--- config.mk ---
export PLATFORM = sky130hd
export DESIGN_NAME = ppc_pipe_cursor_cfg
export DESIGN_NICKNAME = d
export VERILOG_FILES = /design/src/common/ppc_pkg.sv /design/src/hdl/ppc_pipe_cursor_cfg.sv /design/src/hdl/ppc_sig_delay.sv
export SDC_FILE = /design/constraint.sdc
export NUM_CORES = 1
export LEC_CHECK = 0
export ABC_AREA = 1
export BUFFER_PORTS_ARGS = -buffer_cell sky130_fd_sc_hd__buf_2
export CORE_ASPECT_RATIO = 1.75
export CORE_MARGIN = 1.5
export CORE_UTILIZATION = 30
export DETAILED_ROUTE_END_ITERATION = 10
export PLACE_DENSITY = 0.55
export SLEW_MARGIN = 20
export SYNTH_ARGS = -nofsm -noshare
export SYNTH_HDL_FRONTEND = slang
export SYNTH_HIERARCHICAL = 1
export SYNTH_SLANG_ARGS = --single-unit
--- constraint.sdc ---
create_clock -name clk -period 3.25 [get_ports clk]
set_clock_uncertainty 0.15 [all_clocks]
set_input_delay 0.4875 -clock clk [delete_from_list [all_inputs] [get_ports clk]]
set_output_delay 0.4875 -clock clk [all_outputs]
set_load 0.01 [all_outputs]
--- src/common/ppc_pkg.sv ---
// Constants and types for the pixel pipeline and cursor 1 configuration bank.
// Assumes one 200 MHz clock; every user of this package sits in that domain.
package ppc_pkg;

    // ****************************************************************
    // I/O ports and register indices
    // ****************************************************************
    localparam logic [15:0] PPC_IDX_PORT = 16'h03d6;
    localparam logic [15:0] PPC_DATA_PORT = 16'h03d7;
    localparam logic [7:0] PPC_IDX_DEPTH = 8'h81;
    localparam logic [7:0] PPC_IDX_GAMMA = 8'h82;
    localparam logic [7:0] PPC_IDX_CUR_CTL = 8'ha0;
    localparam logic [7:0] PPC_IDX_CUR_EXT = 8'ha1;
    localparam logic [7:0] PPC_RST_BYTE = 8'h00;

    // ****************************************************************
    // Field layouts
    // ****************************************************************
    localparam logic [7:0] PPC_DEPTH_MASK = 8'h1f;  // Bits 7-5 read zero
    localparam logic [7:0] PPC_GAMMA_MASK = 8'h0f;  // Bits 7-4 read zero
    localparam int PPC_DLY_OFF_BIT = 4;
    localparam int PPC_GFX_GAMMA_BIT = 3;
    localparam int PPC_VID_GAMMA_BIT = 2;
    localparam int PPC_SOG_BIT = 1;
    localparam int PPC_PED_BIT = 0;
    localparam int PPC_CUR_BLINK_BIT = 7;
    localparam int PPC_CUR_VSTR_BIT = 6;
    localparam int PPC_CUR_HSTR_BIT = 5;
    localparam int PPC_CUR_ORIG_BIT = 4;
    localparam int PPC_CUR_VEXT_BIT = 3;
    localparam int PPC_ENG_CRT_BIT = 0;
    localparam int PPC_ENG_FP_BIT = 1;
    localparam int PPC_HEXT_SHIFT = 2;              // Height is four lines per step

    // ****************************************************************
    // Timing
    // ****************************************************************
    localparam int PPC_DLY_CYCLES = 2;              // Display enable and blank lag

    // ****************************************************************
    // Encodings
    // ****************************************************************
    typedef enum logic [3:0] {
        PPC_D_VGA = 4'h0, PPC_D_8 = 4'h2, PPC_D_555 = 4'h4,
        PPC_D_565 = 4'h5, PPC_D_24P = 4'h6, PPC_D_32 = 4'h7
    } ppc_depth_t;
    typedef enum logic [2:0] {
        PPC_C_OFF = 3'h0, PPC_C_32AX = 3'h1, PPC_C_128TC = 3'h2, PPC_C_128OT = 3'h3,
        PPC_C_64TT = 3'h4, PPC_C_64AX = 3'h5, PPC_C_64FC = 3'h6
    } ppc_cmode_t;
    localparam logic [5:0] PPC_BPP_VGA = 6'h00;
    localparam logic [5:0] PPC_BPP_8 = 6'h08;
    localparam logic [5:0] PPC_BPP_16 = 6'h10;
    localparam logic [5:0] PPC_BPP_24 = 6'h18;
    localparam logic [5:0] PPC_BPP_32 = 6'h20;
    localparam logic [7:0] PPC_SZ_32 = 8'h20;
    localparam logic [7:0] PPC_SZ_64 = 8'h40;
    localparam logic [7:0] PPC_SZ_128 = 8'h80;
    localparam logic [1:0] PPC_CBPP_1 = 2'h1;
    localparam logic [1:0] PPC_CBPP_2 = 2'h2;

endpackage : ppc_pkg

--- src/hdl/ppc_pipe_cursor_cfg.sv ---
// Indexed configuration bank: pixel pipeline depth, gamma and sync options,
// and hardware cursor 1 control with its vertical extension.
// Assumes the I/O strobes, CRT timing, engine select and blink phase all come
// from logic on clk; only arst_n arrives asynchronously.
//
// Functional notes
// RQ1: Index port selects, data port reads or writes.
// RQ2: Unused upper bits of both pipeline registers read zero.
// RQ3: Delay bit clear delays enable and blank.
// RQ4: Delay only with VGA pipe, never flat panel.
// RQ5: Software clears delay for VGA, sets otherwise.
// RQ6: Depth codes 0000,0010,0100,0101 decoded.
// RQ7: Codes 0110,0111 decoded; others reserved.
// RQ8: Graphics gamma bit routes high depths through palette.
// RQ9: Video gamma bit routes video through palette.
// RQ10: Sync-on-green bit adds composite sync.
// RQ11: Pedestal bit enables blanking pedestal level.
// RQ12: Blink bit blinks cursor at external rate.
// RQ13: Stretch bits apply only on flat panel.
// RQ14: Origin bit picks border or active corner.
// RQ15: Extension bit takes height from extension register.
// RQ16: Cursor modes 000 to 011 decoded.
// RQ17: Cursor modes 100 to 110 decoded, 111 reserved.
// RQ18: Eight-bit extension register, resets to zero.
// RQ19: Extended height is four times value plus one.
// RQ20: Reserved codes hide cursor, harm nothing else.
`timescale 1ns/1ps
`default_nettype none
module ppc_pipe_cursor_cfg
    import ppc_pkg::*;
(
    // Clock and reset
    input wire logic clk,
    input wire logic arst_n,
    // I/O port access
    input wire logic [15:0] io_addr,
    input wire logic io_wr,
    input wire logic io_rd,
    input wire logic [7:0] io_wdata,
    output logic [7:0] io_rdata,
    // Display engine selection
    input wire logic [1:0] display_engine_select,
    // CRT timing in
    input wire logic crt_hsync_in,
    input wire logic crt_vsync_in,
    input wire logic crt_de_in,
    input wire logic crt_blank_in,
    // CRT timing out
    output logic crt_hsync_out,
    output logic crt_vsync_out,
    output logic crt_de_out,
    output logic crt_blank_out,
    // Pixel pipeline settings
    output logic [5:0] gfx_bpp,
    output logic gfx_rgb565,
    output logic depth_reserved,
    output logic gfx_palette_bypass,
    output logic video_via_palette,
    output logic sync_on_green,
    output logic blank_pedestal,
    // Cursor 1
    input wire logic blink_phase,
    output logic cursor_one_visible,
    output logic [2:0] cursor_one_mode,
    output logic [1:0] cursor_one_bpp,
    output logic [7:0] cursor_one_width,
    output logic [10:0] cursor_one_height,
    output logic cursor_one_vstretch,
    output logic cursor_one_hstretch,
    output logic cursor_one_origin_active
);

    // ****************************************************************
    // Reset release
    // ****************************************************************

    // Two-stage release; only the second stage is read by the design
    logic [1:0] rst_sync_q;
    logic rst_n;

    always_ff @(posedge clk or negedge arst_n) begin
        if (!arst_n) begin
            rst_sync_q <= 2'h0;
        end else begin
            rst_sync_q <= {rst_sync_q[0], 1'b1};
        end
    end

    assign rst_n = rst_sync_q[1];

    // ****************************************************************
    // State
    // ****************************************************************

    // Everything the bank remembers, outputs included
    typedef struct packed {
        logic [7:0] index;         // Index port contents
        logic [7:0] depth;         // Pipeline depth and delay register
        logic [7:0] gamma;         // Gamma and sync register
        logic [7:0] cur_ctl;       // Cursor 1 control register
        logic [7:0] cur_ext;       // Cursor 1 height extension register
        logic [7:0] rdata;         // Read data holding register
        logic [3:0] crt;           // Hsync, vsync, enable, blank out
        logic [5:0] bpp;
        logic rgb565;
        logic d_rsvd;
        logic gfx_byp;
        logic vid_pal;
        logic sog;
        logic ped;
        logic cur_vis;
        logic [2:0] cur_mode;
        logic [1:0] cur_bpp;
        logic [7:0] cur_w;
        logic [10:0] cur_h;
        logic vstr;
        logic hstr;
        logic orig;
    } ppc_top_state_t;

    ppc_top_state_t st_q;
    ppc_top_state_t st_d;

    logic dly_apply;               // Delay path selected this cycle
    logic [1:0] dly_out;           // Enable and blank after the delay line
    logic fp_on;                   // Flat panel engine enabled
    logic [7:0] reg_rd;            // Addressed register contents
    logic idx_wr;                  // Write to the index port
    logic data_wr;                 // Write to the data port

    assign fp_on = display_engine_select[PPC_ENG_FP_BIT];
    assign idx_wr = io_wr && (io_addr == PPC_IDX_PORT);
    assign data_wr = io_wr && (io_addr == PPC_DATA_PORT);

    // ****************************************************************
    // Display enable and blank delay
    // ****************************************************************

    // Delay only when the CRT runs the VGA pipe and the panel is off
    assign dly_apply = !st_q.depth[PPC_DLY_OFF_BIT] // RQ3
        && display_engine_select[PPC_ENG_CRT_BIT] && !fp_on; // RQ4

    // Enable and blank run through the line all the time, so switching
    // the delay on mid-frame never shows stale levels
    ppc_sig_delay #(
        .W(2)
    ) u_dly (
        .clk(clk),
        .rst_n(rst_n),
        .din({crt_de_in, crt_blank_in}),
        .dout(dly_out)
    );

    // ****************************************************************
    // Register read selection
    // ****************************************************************

    // Unmapped indices read zero; reserved bits are never stored
    always_comb begin
        case (st_q.index) // RQ1
            PPC_IDX_DEPTH: reg_rd = st_q.depth & PPC_DEPTH_MASK; // RQ2
            PPC_IDX_GAMMA: reg_rd = st_q.gamma & PPC_GAMMA_MASK; // RQ2
            PPC_IDX_CUR_CTL: reg_rd = st_q.cur_ctl;
            PPC_IDX_CUR_EXT: reg_rd = st_q.cur_ext; // RQ18
            default: reg_rd = PPC_RST_BYTE;
        endcase
    end

    // ****************************************************************
    // Next state
    // ****************************************************************

    always_comb begin
        st_d = st_q;

        // Index port write, then data port write to the selected register
        if (idx_wr) begin
            st_d.index = io_wdata; // RQ1
        end
        if (data_wr) begin
            case (st_q.index) // RQ1
                PPC_IDX_DEPTH: st_d.depth = io_wdata & PPC_DEPTH_MASK; // RQ2
                PPC_IDX_GAMMA: st_d.gamma = io_wdata & PPC_GAMMA_MASK; // RQ2
                PPC_IDX_CUR_CTL: st_d.cur_ctl = io_wdata;
                PPC_IDX_CUR_EXT: st_d.cur_ext = io_wdata; // RQ18
                default: ;
            endcase
        end

        // Read data captured on the strobe and held until the next read
        if (io_rd) begin
            if (io_addr == PPC_IDX_PORT) begin
                st_d.rdata = st_q.index;
            end else if (io_addr == PPC_DATA_PORT) begin
                st_d.rdata = reg_rd; // RQ1
            end else begin
                st_d.rdata = PPC_RST_BYTE;
            end
        end

        // Syncs take one stage; enable and blank take that same stage
        // plus the line when delayed, keeping the lag against the syncs
        st_d.crt[3] = crt_hsync_in;
        st_d.crt[2] = crt_vsync_in;
        if (dly_apply) begin
            st_d.crt[1:0] = dly_out; // RQ3
        end else begin
            st_d.crt[1:0] = {crt_de_in, crt_blank_in}; // RQ4
        end

        // Colour depth; a reserved code falls back to VGA depth, flags
        // itself and leaves every other setting alone
        st_d.rgb565 = 1'b0;
        st_d.d_rsvd = 1'b0;
        case (st_q.depth[3:0])
            PPC_D_VGA: st_d.bpp = PPC_BPP_VGA; // RQ6
            PPC_D_8: st_d.bpp = PPC_BPP_8; // RQ6
            PPC_D_555: st_d.bpp = PPC_BPP_16; // RQ6
            PPC_D_565: begin
                st_d.bpp = PPC_BPP_16; // RQ6
                st_d.rgb565 = 1'b1;
            end
            PPC_D_24P: st_d.bpp = PPC_BPP_24; // RQ7
            PPC_D_32: st_d.bpp = PPC_BPP_32; // RQ7
            default: begin
                st_d.bpp = PPC_BPP_VGA; // RQ20
                st_d.d_rsvd = 1'b1; // RQ7
            end
        endcase

        // High depths skip the palette unless gamma is wanted; lower
        // depths are indexed and always need the palette
        st_d.gfx_byp = (st_d.bpp >= PPC_BPP_16)
            && !st_q.gamma[PPC_GFX_GAMMA_BIT]; // RQ8
        st_d.vid_pal = st_q.gamma[PPC_VID_GAMMA_BIT]; // RQ9
        st_d.sog = st_q.gamma[PPC_SOG_BIT]; // RQ10
        st_d.ped = st_q.gamma[PPC_PED_BIT]; // RQ11

        // Cursor mode: size and depth per code, reserved hides it
        st_d.cur_mode = st_q.cur_ctl[2:0];
        case (st_q.cur_ctl[2:0])
            PPC_C_32AX: begin
                st_d.cur_w = PPC_SZ_32; // RQ16
                st_d.cur_bpp = PPC_CBPP_2;
            end
            PPC_C_128TC, PPC_C_128OT: begin
                st_d.cur_w = PPC_SZ_128; // RQ16
                st_d.cur_bpp = PPC_CBPP_1;
            end
            PPC_C_64TT, PPC_C_64AX, PPC_C_64FC: begin
                st_d.cur_w = PPC_SZ_64; // RQ17
                st_d.cur_bpp = PPC_CBPP_2;
            end
            default: begin
                st_d.cur_w = 8'h00; // RQ16
                st_d.cur_bpp = 2'h0;
                st_d.cur_mode = PPC_C_OFF; // RQ20
            end
        endcase

        // Height from the extension register or from the mode's size
        if (st_q.cur_ctl[PPC_CUR_VEXT_BIT] && st_d.cur_w != 8'h00) begin
            st_d.cur_h = 11'(({3'h0, st_q.cur_ext} + 11'h001) << PPC_HEXT_SHIFT); // RQ15 RQ19
        end else begin
            st_d.cur_h = {3'h0, st_d.cur_w}; // RQ15
        end

        // Blink gates the cursor with the external blink phase
        st_d.cur_vis = (st_d.cur_mode != PPC_C_OFF)
            && (!st_q.cur_ctl[PPC_CUR_BLINK_BIT] || blink_phase); // RQ12

        // Stretching only takes effect while the panel engine runs
        st_d.vstr = st_q.cur_ctl[PPC_CUR_VSTR_BIT] && fp_on; // RQ13
        st_d.hstr = st_q.cur_ctl[PPC_CUR_HSTR_BIT] && fp_on; // RQ13
        st_d.orig = st_q.cur_ctl[PPC_CUR_ORIG_BIT]; // RQ14
    end

    // ****************************************************************
    // State register
    // ****************************************************************

    // Every register and output clears to its documented default
    always_ff @(posedge clk or negedge rst_n) begin
        if (!rst_n) begin
            st_q <= '0;
        end else begin
            st_q <= st_d;
        end
    end

    // ****************************************************************
    // Outputs
    // ****************************************************************

    assign io_rdata = st_q.rdata;
    assign crt_hsync_out = st_q.crt[3];
    assign crt_vsync_out = st_q.crt[2];
    assign crt_de_out = st_q.crt[1];
    assign crt_blank_out = st_q.crt[0];
    assign gfx_bpp = st_q.bpp;
    assign gfx_rgb565 = st_q.rgb565;
    assign depth_reserved = st_q.d_rsvd;
    assign gfx_palette_bypass = st_q.gfx_byp;
    assign video_via_palette = st_q.vid_pal;
    assign sync_on_green = st_q.sog;
    assign blank_pedestal = st_q.ped;
    assign cursor_one_visible = st_q.cur_vis;
    assign cursor_one_mode = st_q.cur_mode;
    assign cursor_one_bpp = st_q.cur_bpp;
    assign cursor_one_width = st_q.cur_w;
    assign cursor_one_height = st_q.cur_h;
    assign cursor_one_vstretch = st_q.vstr;
    assign cursor_one_hstretch = st_q.hstr;
    assign cursor_one_origin_active = st_q.orig;
endmodule : ppc_pipe_cursor_cfg
`default_nettype wire

--- src/hdl/ppc_sig_delay.sv ---
// Fixed-length delay line for CRT display enable and blank.
// Assumes inputs come from logic on the same clock; reset is the synced copy.
`timescale 1ns/1ps
`default_nettype none
module ppc_sig_delay
    import ppc_pkg::*;
#(
    parameter int W = 2
) (
    // Clock and reset
    input wire logic clk,
    input wire logic rst_n,
    // Data
    input wire logic [W-1:0] din,
    output logic [W-1:0] dout
);

    // All state of the line
    typedef struct packed {
        logic [PPC_DLY_CYCLES-1:0][W-1:0] pipe;
    } ppc_dly_state_t;

    ppc_dly_state_t st_q;
    ppc_dly_state_t st_d;

    // Shift one stage per clock
    always_comb begin
        st_d = st_q;
        st_d.pipe[0] = din;
        for (int i = 1; i < PPC_DLY_CYCLES; i++) begin
            st_d.pipe[i] = st_q.pipe[i-1];
        end
    end

    // Stages clear to inactive so nothing stale leaks after reset
    always_ff @(posedge clk or negedge rst_n) begin
        if (!rst_n) begin
            st_q <= '0;
        end else begin
            st_q <= st_d;
        end
    end

    assign dout = st_q.pipe[PPC_DLY_CYCLES-1];
endmodule : ppc_sig_delay
`default_nettype wire

### After elaboration in Yosys (flattened, before gate mapping)

Cells that the tools add are included.
W data, S select, Z words.

* $add $sub $neg: 1
* $mul: 0
* divide/modulo/power cells: 0
* magnitude comparators: 1
* equality and inequality tests: 17
* shift operators: 0
* mux-type cells: 10
* bitwise operators: 0
* reductions and logical operators: 26

Operators with widths (number)
* $eq A16 B10 Y1 const B: 2
* $eq A8 B8 Y1 const B: 4
* $pmux W8 S4: 1
* $pmux W10 S3: 1
* $pmux W6 S4: 1
* $eq A4 B3 Y1 const B: 4
* $mux W8: 2
* $reduce_or A6 Y1: 2
* $mux W11: 1
* $add A8 B1 Y9 const B: 1
* $eq A3 B3 Y1 const B: 3
* $logic_and A1 B1 Y1: 9
* $reduce_and A2 Y1: 4
* $reduce_bool A8 Y1: 1
* $eq A3 B2 Y1 const B: 2
* $ge A6 B5 Y1 const B: 1
* $eq A4 B2 Y1 const B: 1
* $logic_not A1 Y1: 4
* $logic_not A4 Y1: 1
* $reduce_or A2 Y1: 2
* $eq A3 B1 Y1 const B: 1
* $mux W3: 1
* $reduce_bool A3 Y1: 1
* $reduce_or A3 Y1: 1
* other kinds (3): 4

* bits in registers: 91
* bits in latches: 0
* memory bits (writable): 0
* memory bits (read-only): 0
* bits of input ports: 35
* output and inout bits: 52
* logic and storage cells: 80
* memories kept: 0

### Logic depth before layout (Yosys ltp)

Gate-level depths: netlist of the first run.

* depth after elaboration: 6
* mapped depth: 12
* gate-level depth less buffers: 11

### Modules after synthesis

The synthesis of the first run kept the hierarchy.

Modules (own cells, without submodules)
* ppc_pipe_cursor_cfg: instances 1, cells an instance 418, area an instance 3701.0 um^2
* ppc_sig_delay: instances 1, cells an instance 4, area an instance 100.1 um^2

### Worst setup path after synthesis of the first run

OpenSTA, ideal clock, no wires.

* kind: input port to flip-flop
* start: input io_addr[11]
* end: register st_q[58] in the netlist's numbering
* arrival time: 1419 ps
* slack: 1562 ps
* cell stages on the path: 9
* cell sequence: nor2_1 -> nand3_1 -> nor2_4 -> nand2_4 -> nor2_8 -> nand2_4 -> buf_6 -> nand2_2 -> o21ai_2

* word-level cells in the longest chain between the ends: 3

RTL lines
* start, declared: line ppc_pipe_cursor_cfg.sv:36 `input wire logic [15:0] io_addr,`
* $eq A16 B10 Y1: line ppc_pipe_cursor_cfg.sv:133 `assign data_wr = io_wr && (io_addr == PPC_DATA_PORT);`
* $logic_and A1 B1 Y1: line ppc_pipe_cursor_cfg.sv:133
* $reduce_and A2 Y1 (no line)
* end signal, assigned: line ppc_pipe_cursor_cfg.sv:287 `st_q <= st_d;`
* end, declared: line ppc_pipe_cursor_cfg.sv:121 `ppc_top_state_t st_q;`

Every way passes these cells.
A chain may end at the register's enable or synchronous reset.

### Final worst setup path of the first run

* start: register st_q[86] in the netlist's numbering
* end: register st_q (netlist bit io_rdata[2])

* word-level cells in the longest chain between the ends: 4
* elaborated cells on any way between the ends: 7

RTL lines
* $eq A8 B8 Y1: line ppc_pipe_cursor_cfg.sv:160 `case (st_q.index)`
* $pmux W8 S4: line ppc_pipe_cursor_cfg.sv:160
* $mux W8: line ppc_pipe_cursor_cfg.sv:194 `end else if (io_addr == PPC_DATA_PORT) begin`
* $mux W8 (*): line ppc_pipe_cursor_cfg.sv:192 `if (io_addr == PPC_IDX_PORT) begin`

Mark *: on every way between the ends. The rest lies on a longest branch, timed or not.

==> results of run 1 <==
-- timing repair --
action	CTS	global route
endpoints found under the hold margin	2	0
hold buffers	1	0
resized for setup	0	0
-- stage by stage --
stage                     setup WS, ns  utilization  hold WS, ns  instance area [um2]
final                             1.25        0.359        0.103                 4460
after CTS                         1.26        0.359       0.0972                 4460
after detailed placement          1.27        0.329        0.125                 4090
after global placement            1.31        0.329        0.122                 4090
after floorplan                  0.707            -       0.0419                 3830
after global routing              1.06        0.359       0.0879                 4460
-- how the worst min path moves through the flow --
| stage | startpoint | to | slack (ns) | cells past startpoint |
|---|---|---|---|---|
| after floorplan | arst_n | rst_sync_q[0] | 0.04 | 0 |
| after global placement | arst_n | rst_sync_q[0] | 0.12 | 1 |
| after detailed placement | arst_n | rst_sync_q[0] | 0.13 | 1 |
| after CTS | crt_vsync_in | crt_vsync_out | 0.1 | 1 |
| after global routing | crt_vsync_in | crt_vsync_out | 0.09 | 1 |
| final | crt_vsync_in | crt_vsync_out | 0.10 | 1 |
-- cells in the final DEF (no fill, tap or decap), drive strengths merged, types with 2 or more instances in the layout --
| master | synthesis | layout |
|---|---|---|
| nor2 | 37 | 37 |
| mux2 | 2 | 2 |
| nand3 | 28 | 28 |
| inv | 53 | 54 |
| nor3 | 4 | 4 |
| clkbuf | 2 | 10 |
| a21oi | 8 | 8 |
| xor2 | 2 | 2 |
| conb | 2 | 11 |
| o21ai | 41 | 41 |
| nand2 | 110 | 110 |
| buf | 44 | 77 |
| nand4 | 4 | 4 |
| bufinv | 0 | 3 |
| dfrtp | 80 | 80 |
-- power breakdown --
| group | internal (mW) | switching [mW] | leakage, nW | total, mW |
|---|---|---|---|---|
| Combinational | 0.0268 | 0.0405 | 1.11 | 0.0673 |
| Sequential | 1.01 | 0.0204 | 1.09 | 1.03 |
| Clock | 0.775 | 0.403 | 0.169 | 1.18 |
| Total | 1.81 | 0.464 | 2.36 | 2.27 |
-- routing by layer --
metal / vias up / global-route usage / part of all wire
met3: 15 / 0.0255 / 0.035
li1: 1376 / - / -
met2: 61 / 0.246 / 0.57
met5: - / 0 / 0
met4: 0 / 0.0528 / 0.023
met1: 1282 / 0.133 / 0.37
-- state kept, by name (all words and copies together), names as in the netlist, 2 cells and up --
name,flops
st_q,29
cursor_one_height,9
io_rdata,8
st_d,4
cursor_one_mode,3
gfx_bpp,3
cursor_one_bpp,2
cursor_one_width,2
rst_sync_q,2
u_dly/dout,2
u_dly/st_d,2
-- cell type report --
cell class,count,area share
Sequential cell,80,0.450
Clock buffer,10,0.0536
Tap cell,168,0.0472
Timing Repair Buffer,78,0.0893
Inverter,53,0.0446
Multi-Input combinational cell,252,0.290
Clock inverter,6,0.0258
-- worst register-to-register path, delay by kind of cell (launching register included) --
kind            cells  cell delay (ns)
simple gates        7             0.95
buf+inv             2             0.31
flops               1             0.39
compound gates      1             0.12
-- cells by family after synthesis --
group	count (synthesis)	share of synthesized area
buffers and inverters	99	0.143
DFF	80	0.527
and+or+nand+nor	186	0.233
xor gates and xnor gates	2	0.00461
AOI/OAI and AO/OA	50	0.0820
other	2	0.00198
muxes	2	0.00592
adders and majority gates	1	0.00329
==> reports/metrics.yaml, run 1 <==
synth_ff_type: "dfrtp_1"
rows: 54
status: "complete, no violations"
powerDensity_nw_per_um2: 510
avgSynthCellArea_um2: 9.01
synth_seq_cells: 80
cts_buffers: 9
setup_viol: 0
drive_above_1_share: 0.294
path_cells: "inv_1, nand2_2, nor2_1, buf_4, nand2_1, nand2_1, nor2_1, nor2_2, nand2_1, a21oi_1"
cts_max_level: 3
grt_pass1_wl_mm: 13.2
final.min_clock_period_ns: 2.00
ant_nets: 0
required_ns: 3.36
crit_start: "st_q[86]"
clock_latency_ns: 0.34
final_max_slew_viol_count: 0
synth.cell_area_um2: 3800
setup_tns_ns: 0
reg2reg_slack_ns: 1.25
worst_pin_slew_ns: 0.971
synth_top_area_share: 0.527
max_freq_ghz: 0.500
antenna_found_initial: 0
grt-ovfl-total: 0
synth-edff-count: 0
die_y_um: 152
finalNonFillerCells: 647
cp_common_cell: "nand2_1"
reg2reg_to: "io_rdata[2]"
num_antenna_cells: 0
yosysMostFrequentCell: "nand2_1"
synthArstFlopShare: 1.00
viasPerCell: 4.23
drt-total-wl_mm: 8.16
clkSlewWorstSetupHoldPaths_ns: 0.06
drt_iter0_drc: 118
ir_drop_mv: 0.228
synth_cell_types: 30
grt_max_degree: 79
drc: 0
track_usage: 0.130
hold_path_class: "in2reg"
start_util: 0.306
p_total_mw: 2.27
clk_path_buf_depth: 2
r2r_start: "st_q[86]"
synth_top_area_cell: "dfrtp_1"
multiInputGateArea_um2: 1290
period_share: 0.615
crit_slowest_cell: "dfrtp_1"
syn_inst: 422
rsz0062_at_grt: "no"
place_congestion: 0.815
fillers: 1329
worst-path-stages: 10
yosysSeqAreaShare: 0.527
syn_to_final_growth_pct: 17.3
power.static_leakage_nw: 2.36
critPathKind: "reg2reg"
start_kind: "flop"
relSlewSlack: 0.353
core_area_um2: 12400
synth.area.top_cells: "dfrtp_1 53%, nand2_1 9.8%, buf_4 8.1%, inv_1 4.9%, o21ai_2 3.7%"
dp_hpwl_mm: 6.32
cp_slowest_stage_delay_ns: 0.39
ios: 87
hold_viol_final: 0
final_nets: 510
avgRoutedWirePerCell_um: 12.6
endpoint_kind: "flop"
crit_arrival_ns: 2.11
cp_max_fo: 7
grt_pass1_vias: 2685
io_buffers: 76
cp.buffers_inverters: 2
cts_tree: "done"
ctsRootBufferMaster: "clkbuf_16"
yosysWarnings: 6
cp-endpoint: "io_rdata[2]"
clkSinkCount: 80
cts_setup_buffers: 0
path_delay_family: "simple AND/OR/NAND/NOR gates"
die_area_um2: 13400
r2r_cells: 10
max-cap-violations: 0
synthTopCellsByCount: "99 x nand2_1, 80 x dfrtp_1, 50 x inv_1"
dp_cells: 630
area.sequential_um2: 2010
dieWidth_um: 88.1
first_pass_iters: 4
num_vias: 2734
Note: power is estimated with default switching activity, not from simulation.
==> run 2: changes to the inputs <==
--- a/config.mk
+++ b/config.mk
@@ -5,13 +5,13 @@
 export SDC_FILE = /design/constraint.sdc
 export NUM_CORES = 1
 export LEC_CHECK = 0
-export ABC_AREA = 1
+export ABC_AREA = 0
 export BUFFER_PORTS_ARGS = -buffer_cell sky130_fd_sc_hd__buf_2
 export CORE_ASPECT_RATIO = 1.75
 export CORE_MARGIN = 1.5
 export CORE_UTILIZATION = 30
 export DETAILED_ROUTE_END_ITERATION = 10
-export PLACE_DENSITY = 0.55
+export PLACE_DENSITY = 0.58
 export SLEW_MARGIN = 20
 export SYNTH_ARGS = -nofsm -noshare
 export SYNTH_HDL_FRONTEND = slang
==> constraint.sdc (replaced) <==
create_clock -name clk -period 1.7 [get_ports clk]
set_clock_uncertainty 0.15 [all_clocks]
set_input_delay 0.255 -clock clk [delete_from_list [all_inputs] [get_ports clk]]
set_output_delay 0.255 -clock clk [all_outputs]
set_load 0.01 [all_outputs]
==> run 2 against run 1 <==
Against the previous run: the flow now finishes with violations (DRC, setup timing); first-iteration DRC count did not move; design area rose by 4.4%; hold slack got worse by 0.047 ns; sequential share of layout area fell by 1.9 points; worst setup slack got worse by 1.5 ns.
==> reports/metrics.yaml, run 2 <==
final.min_clock_period_ns: 1.99
clkSinkCount: 80
yosysWarnings: 6
num_antenna_cells: 0
violations: "DRC, setup timing"
synth.cell_area_um2: 3590
grt_pass1_vias: 2549
max_freq_ghz: 0.502
hold_path_class: "reg2async"
synth_top_area_cell: "dfrtp_1"
cts_buffers: 9
area.sequential_um2: 2010
largest_register: "st_q"
num_vias: 2352
yosysSeqAreaShare: 0.558
largest_reg_flops: 29
final_cell_mix: "79 x dfrtp_1, 75 x buf_2, 33 x mux2_4"
antenna_found_initial: 0
drt-total-wl_mm: 7.57
clk_path_buf_depth: 2
synth.area.top_cells: "dfrtp_1 56%, buf_4 8.8%, mux2_2 8.5%, mux2_4 3.3%, a32oi_1 2.0%"
track_usage: 0.132
synth_seq_cells: 80
final_nets: 396
cts_tree: "done"
setup_viol: 41
grt_max_degree: 36
final_max_slew_viol_count: 0
grt_pass1_wl_mm: 12.9
synth_cell_types: 49
yosysMostFrequentCell: "dfrtp_1"
multiInputGateArea_um2: 1440
synthTopCellsByCount: "80 x dfrtp_1, 42 x buf_4, 27 x mux2_2"
avgSynthCellArea_um2: 13.1
critPathKind: "reg2reg"
start_kind: "flop"
layout_setup_ws_ns: -0.293
die_area_um2: 12600
status: "finished, violations left"
avgRoutedWirePerCell_um: 15.1
layout_commonest_cell: "dfrtp_1"
drive_above_1_share: 0.499
synth_top_area_share: 0.558
io_buffers: 76
cts_max_level: 3
synth_ff_type: "dfrtp_1"
grt-ovfl-total: 0
drt_iter0_drc: 118
power.static_leakage_nw: 2.29
finish.instance_area_um2: 4650
dp_hpwl_mm: 5.84
core_area_um2: 11600
required_ns: 1.76
place_congestion: 0.728
clock_latency_ns: 0.33
first_pass_iters: 7
period_share: 1.17
max-cap-violations: 0
ir_drop_mv: 0.409
p_total_mw: 3.99
cp_max_fo: 5
reg2reg_slack_ns: -0.29
pre_cts_ws_ns: -0.584
dieWidth_um: 85.7
endpoint_kind: "flop"
die_y_um: 148
fillers: 1122
powerDensity_nw_per_um2: 857
ant_nets: 0
rows: 52
viasPerCell: 4.70
syn_to_final_growth_pct: 29.8
clkSlewWorstSetupHoldPaths_ns: 0.06
hold_viol_final: 0
place_area_um2: 4140
timing.hold.ws_ns: 0.0560
ios: 87
synthArstFlopShare: 1.00
drc: 7
crit_arrival_ns: 2.06
synth-edff-count: 0
syn_inst: 274
rsz0062_at_grt: "yes"
start_util: 0.310
ctsRootBufferMaster: "clkbuf_16"
run 2: kinds of logic (layout without fill, tap and decap cells):
group / Yosys count / in the layout / share of synthesized area
DFF: 80 / 80 / 0.558
and+or+nand+nor: 57 / 57 / 0.111
buffers and inverters: 53 / 135 / 0.107
AOI/OAI and AO/OA: 38 / 38 / 0.0799
muxes: 36 / 36 / 0.121
xor gates and xnor gates: 7 / 7 / 0.0171
other: 2 / 11 / 0.00209
adders and majority gates: 1 / 1 / 0.00349
run 2: report_power, final:
group / internal (mW) / switching, mW
Clock: 1.17 / 0.732
Sequential: 1.92 / 0.0122
Combinational: 0.0663 / 0.0869
Total: 3.16 / 0.832
run 2: cell type report:
| cell class | instances | share of cell area |
|---|---|---|
| clock buffer | 11 | 0.0522 |
| clock inverter | 5 | 0.0121 |
| inverter | 4 | 0.00323 |
| multi-input combinational | 150 | 0.308 |
| sequential | 80 | 0.431 |
| tap | 135 | 0.0363 |
| timing repair buffer | 115 | 0.157 |
run 2: through the flow:
| stage | setup TNS [ns] | util | std cells |
|---|---|---|---|
| finish | -9.02 | 0.402 | 500 |
| global route | -11.97 | 0.402 | 500 |
| global placement | -17.97 | 0.358 | 472 |
| detailed placement | -19.77 | 0.358 | 472 |
| floorplan | -9.50 | - | 283 |
| CTS | -9.28 | 0.399 | 499 |
run 2: critical path, cell delays in order (launching register included):
cell and delay (ns):
dfrtp_1 0.38, or4b_4 0.59, nor3_4 0.15, and3_4 0.29
mux2_4 0.31
run 2: path summary, 6_finish.rpt:
check                         startpoint                    to  cells past startpoint
max in group asynchronous  rst_sync_q[1]  cursor_one_height[4]                      1
hold / removal             rst_sync_q[1]         u_dly/st_d[3]                      0
setup / recovery                st_q[88]              st_q[78]                      4
hold reg to reg            rst_sync_q[1]         u_dly/st_d[3]                      0
setup reg to reg                st_q[88]              st_q[78]                      4
min in group clk             io_wdata[6]              st_q[66]                      2
run 2: repair_timing:
item	CTS	global route
resized for setup	24	6
endpoints found under the setup margin	41	41
hold endpoints to repair	7	0
pin swaps	16	9
hold buffers	6	0
buffers inserted	5	1
run 2: metal layers:
metal  global-route usage  wire length [um]  up-vias
met2                0.238              4190       69
li1                     -                 -     1098
met5                    0                 0        -
met1                0.148              2900     1173
met3               0.0296               312       12
met4               0.0556               163        0
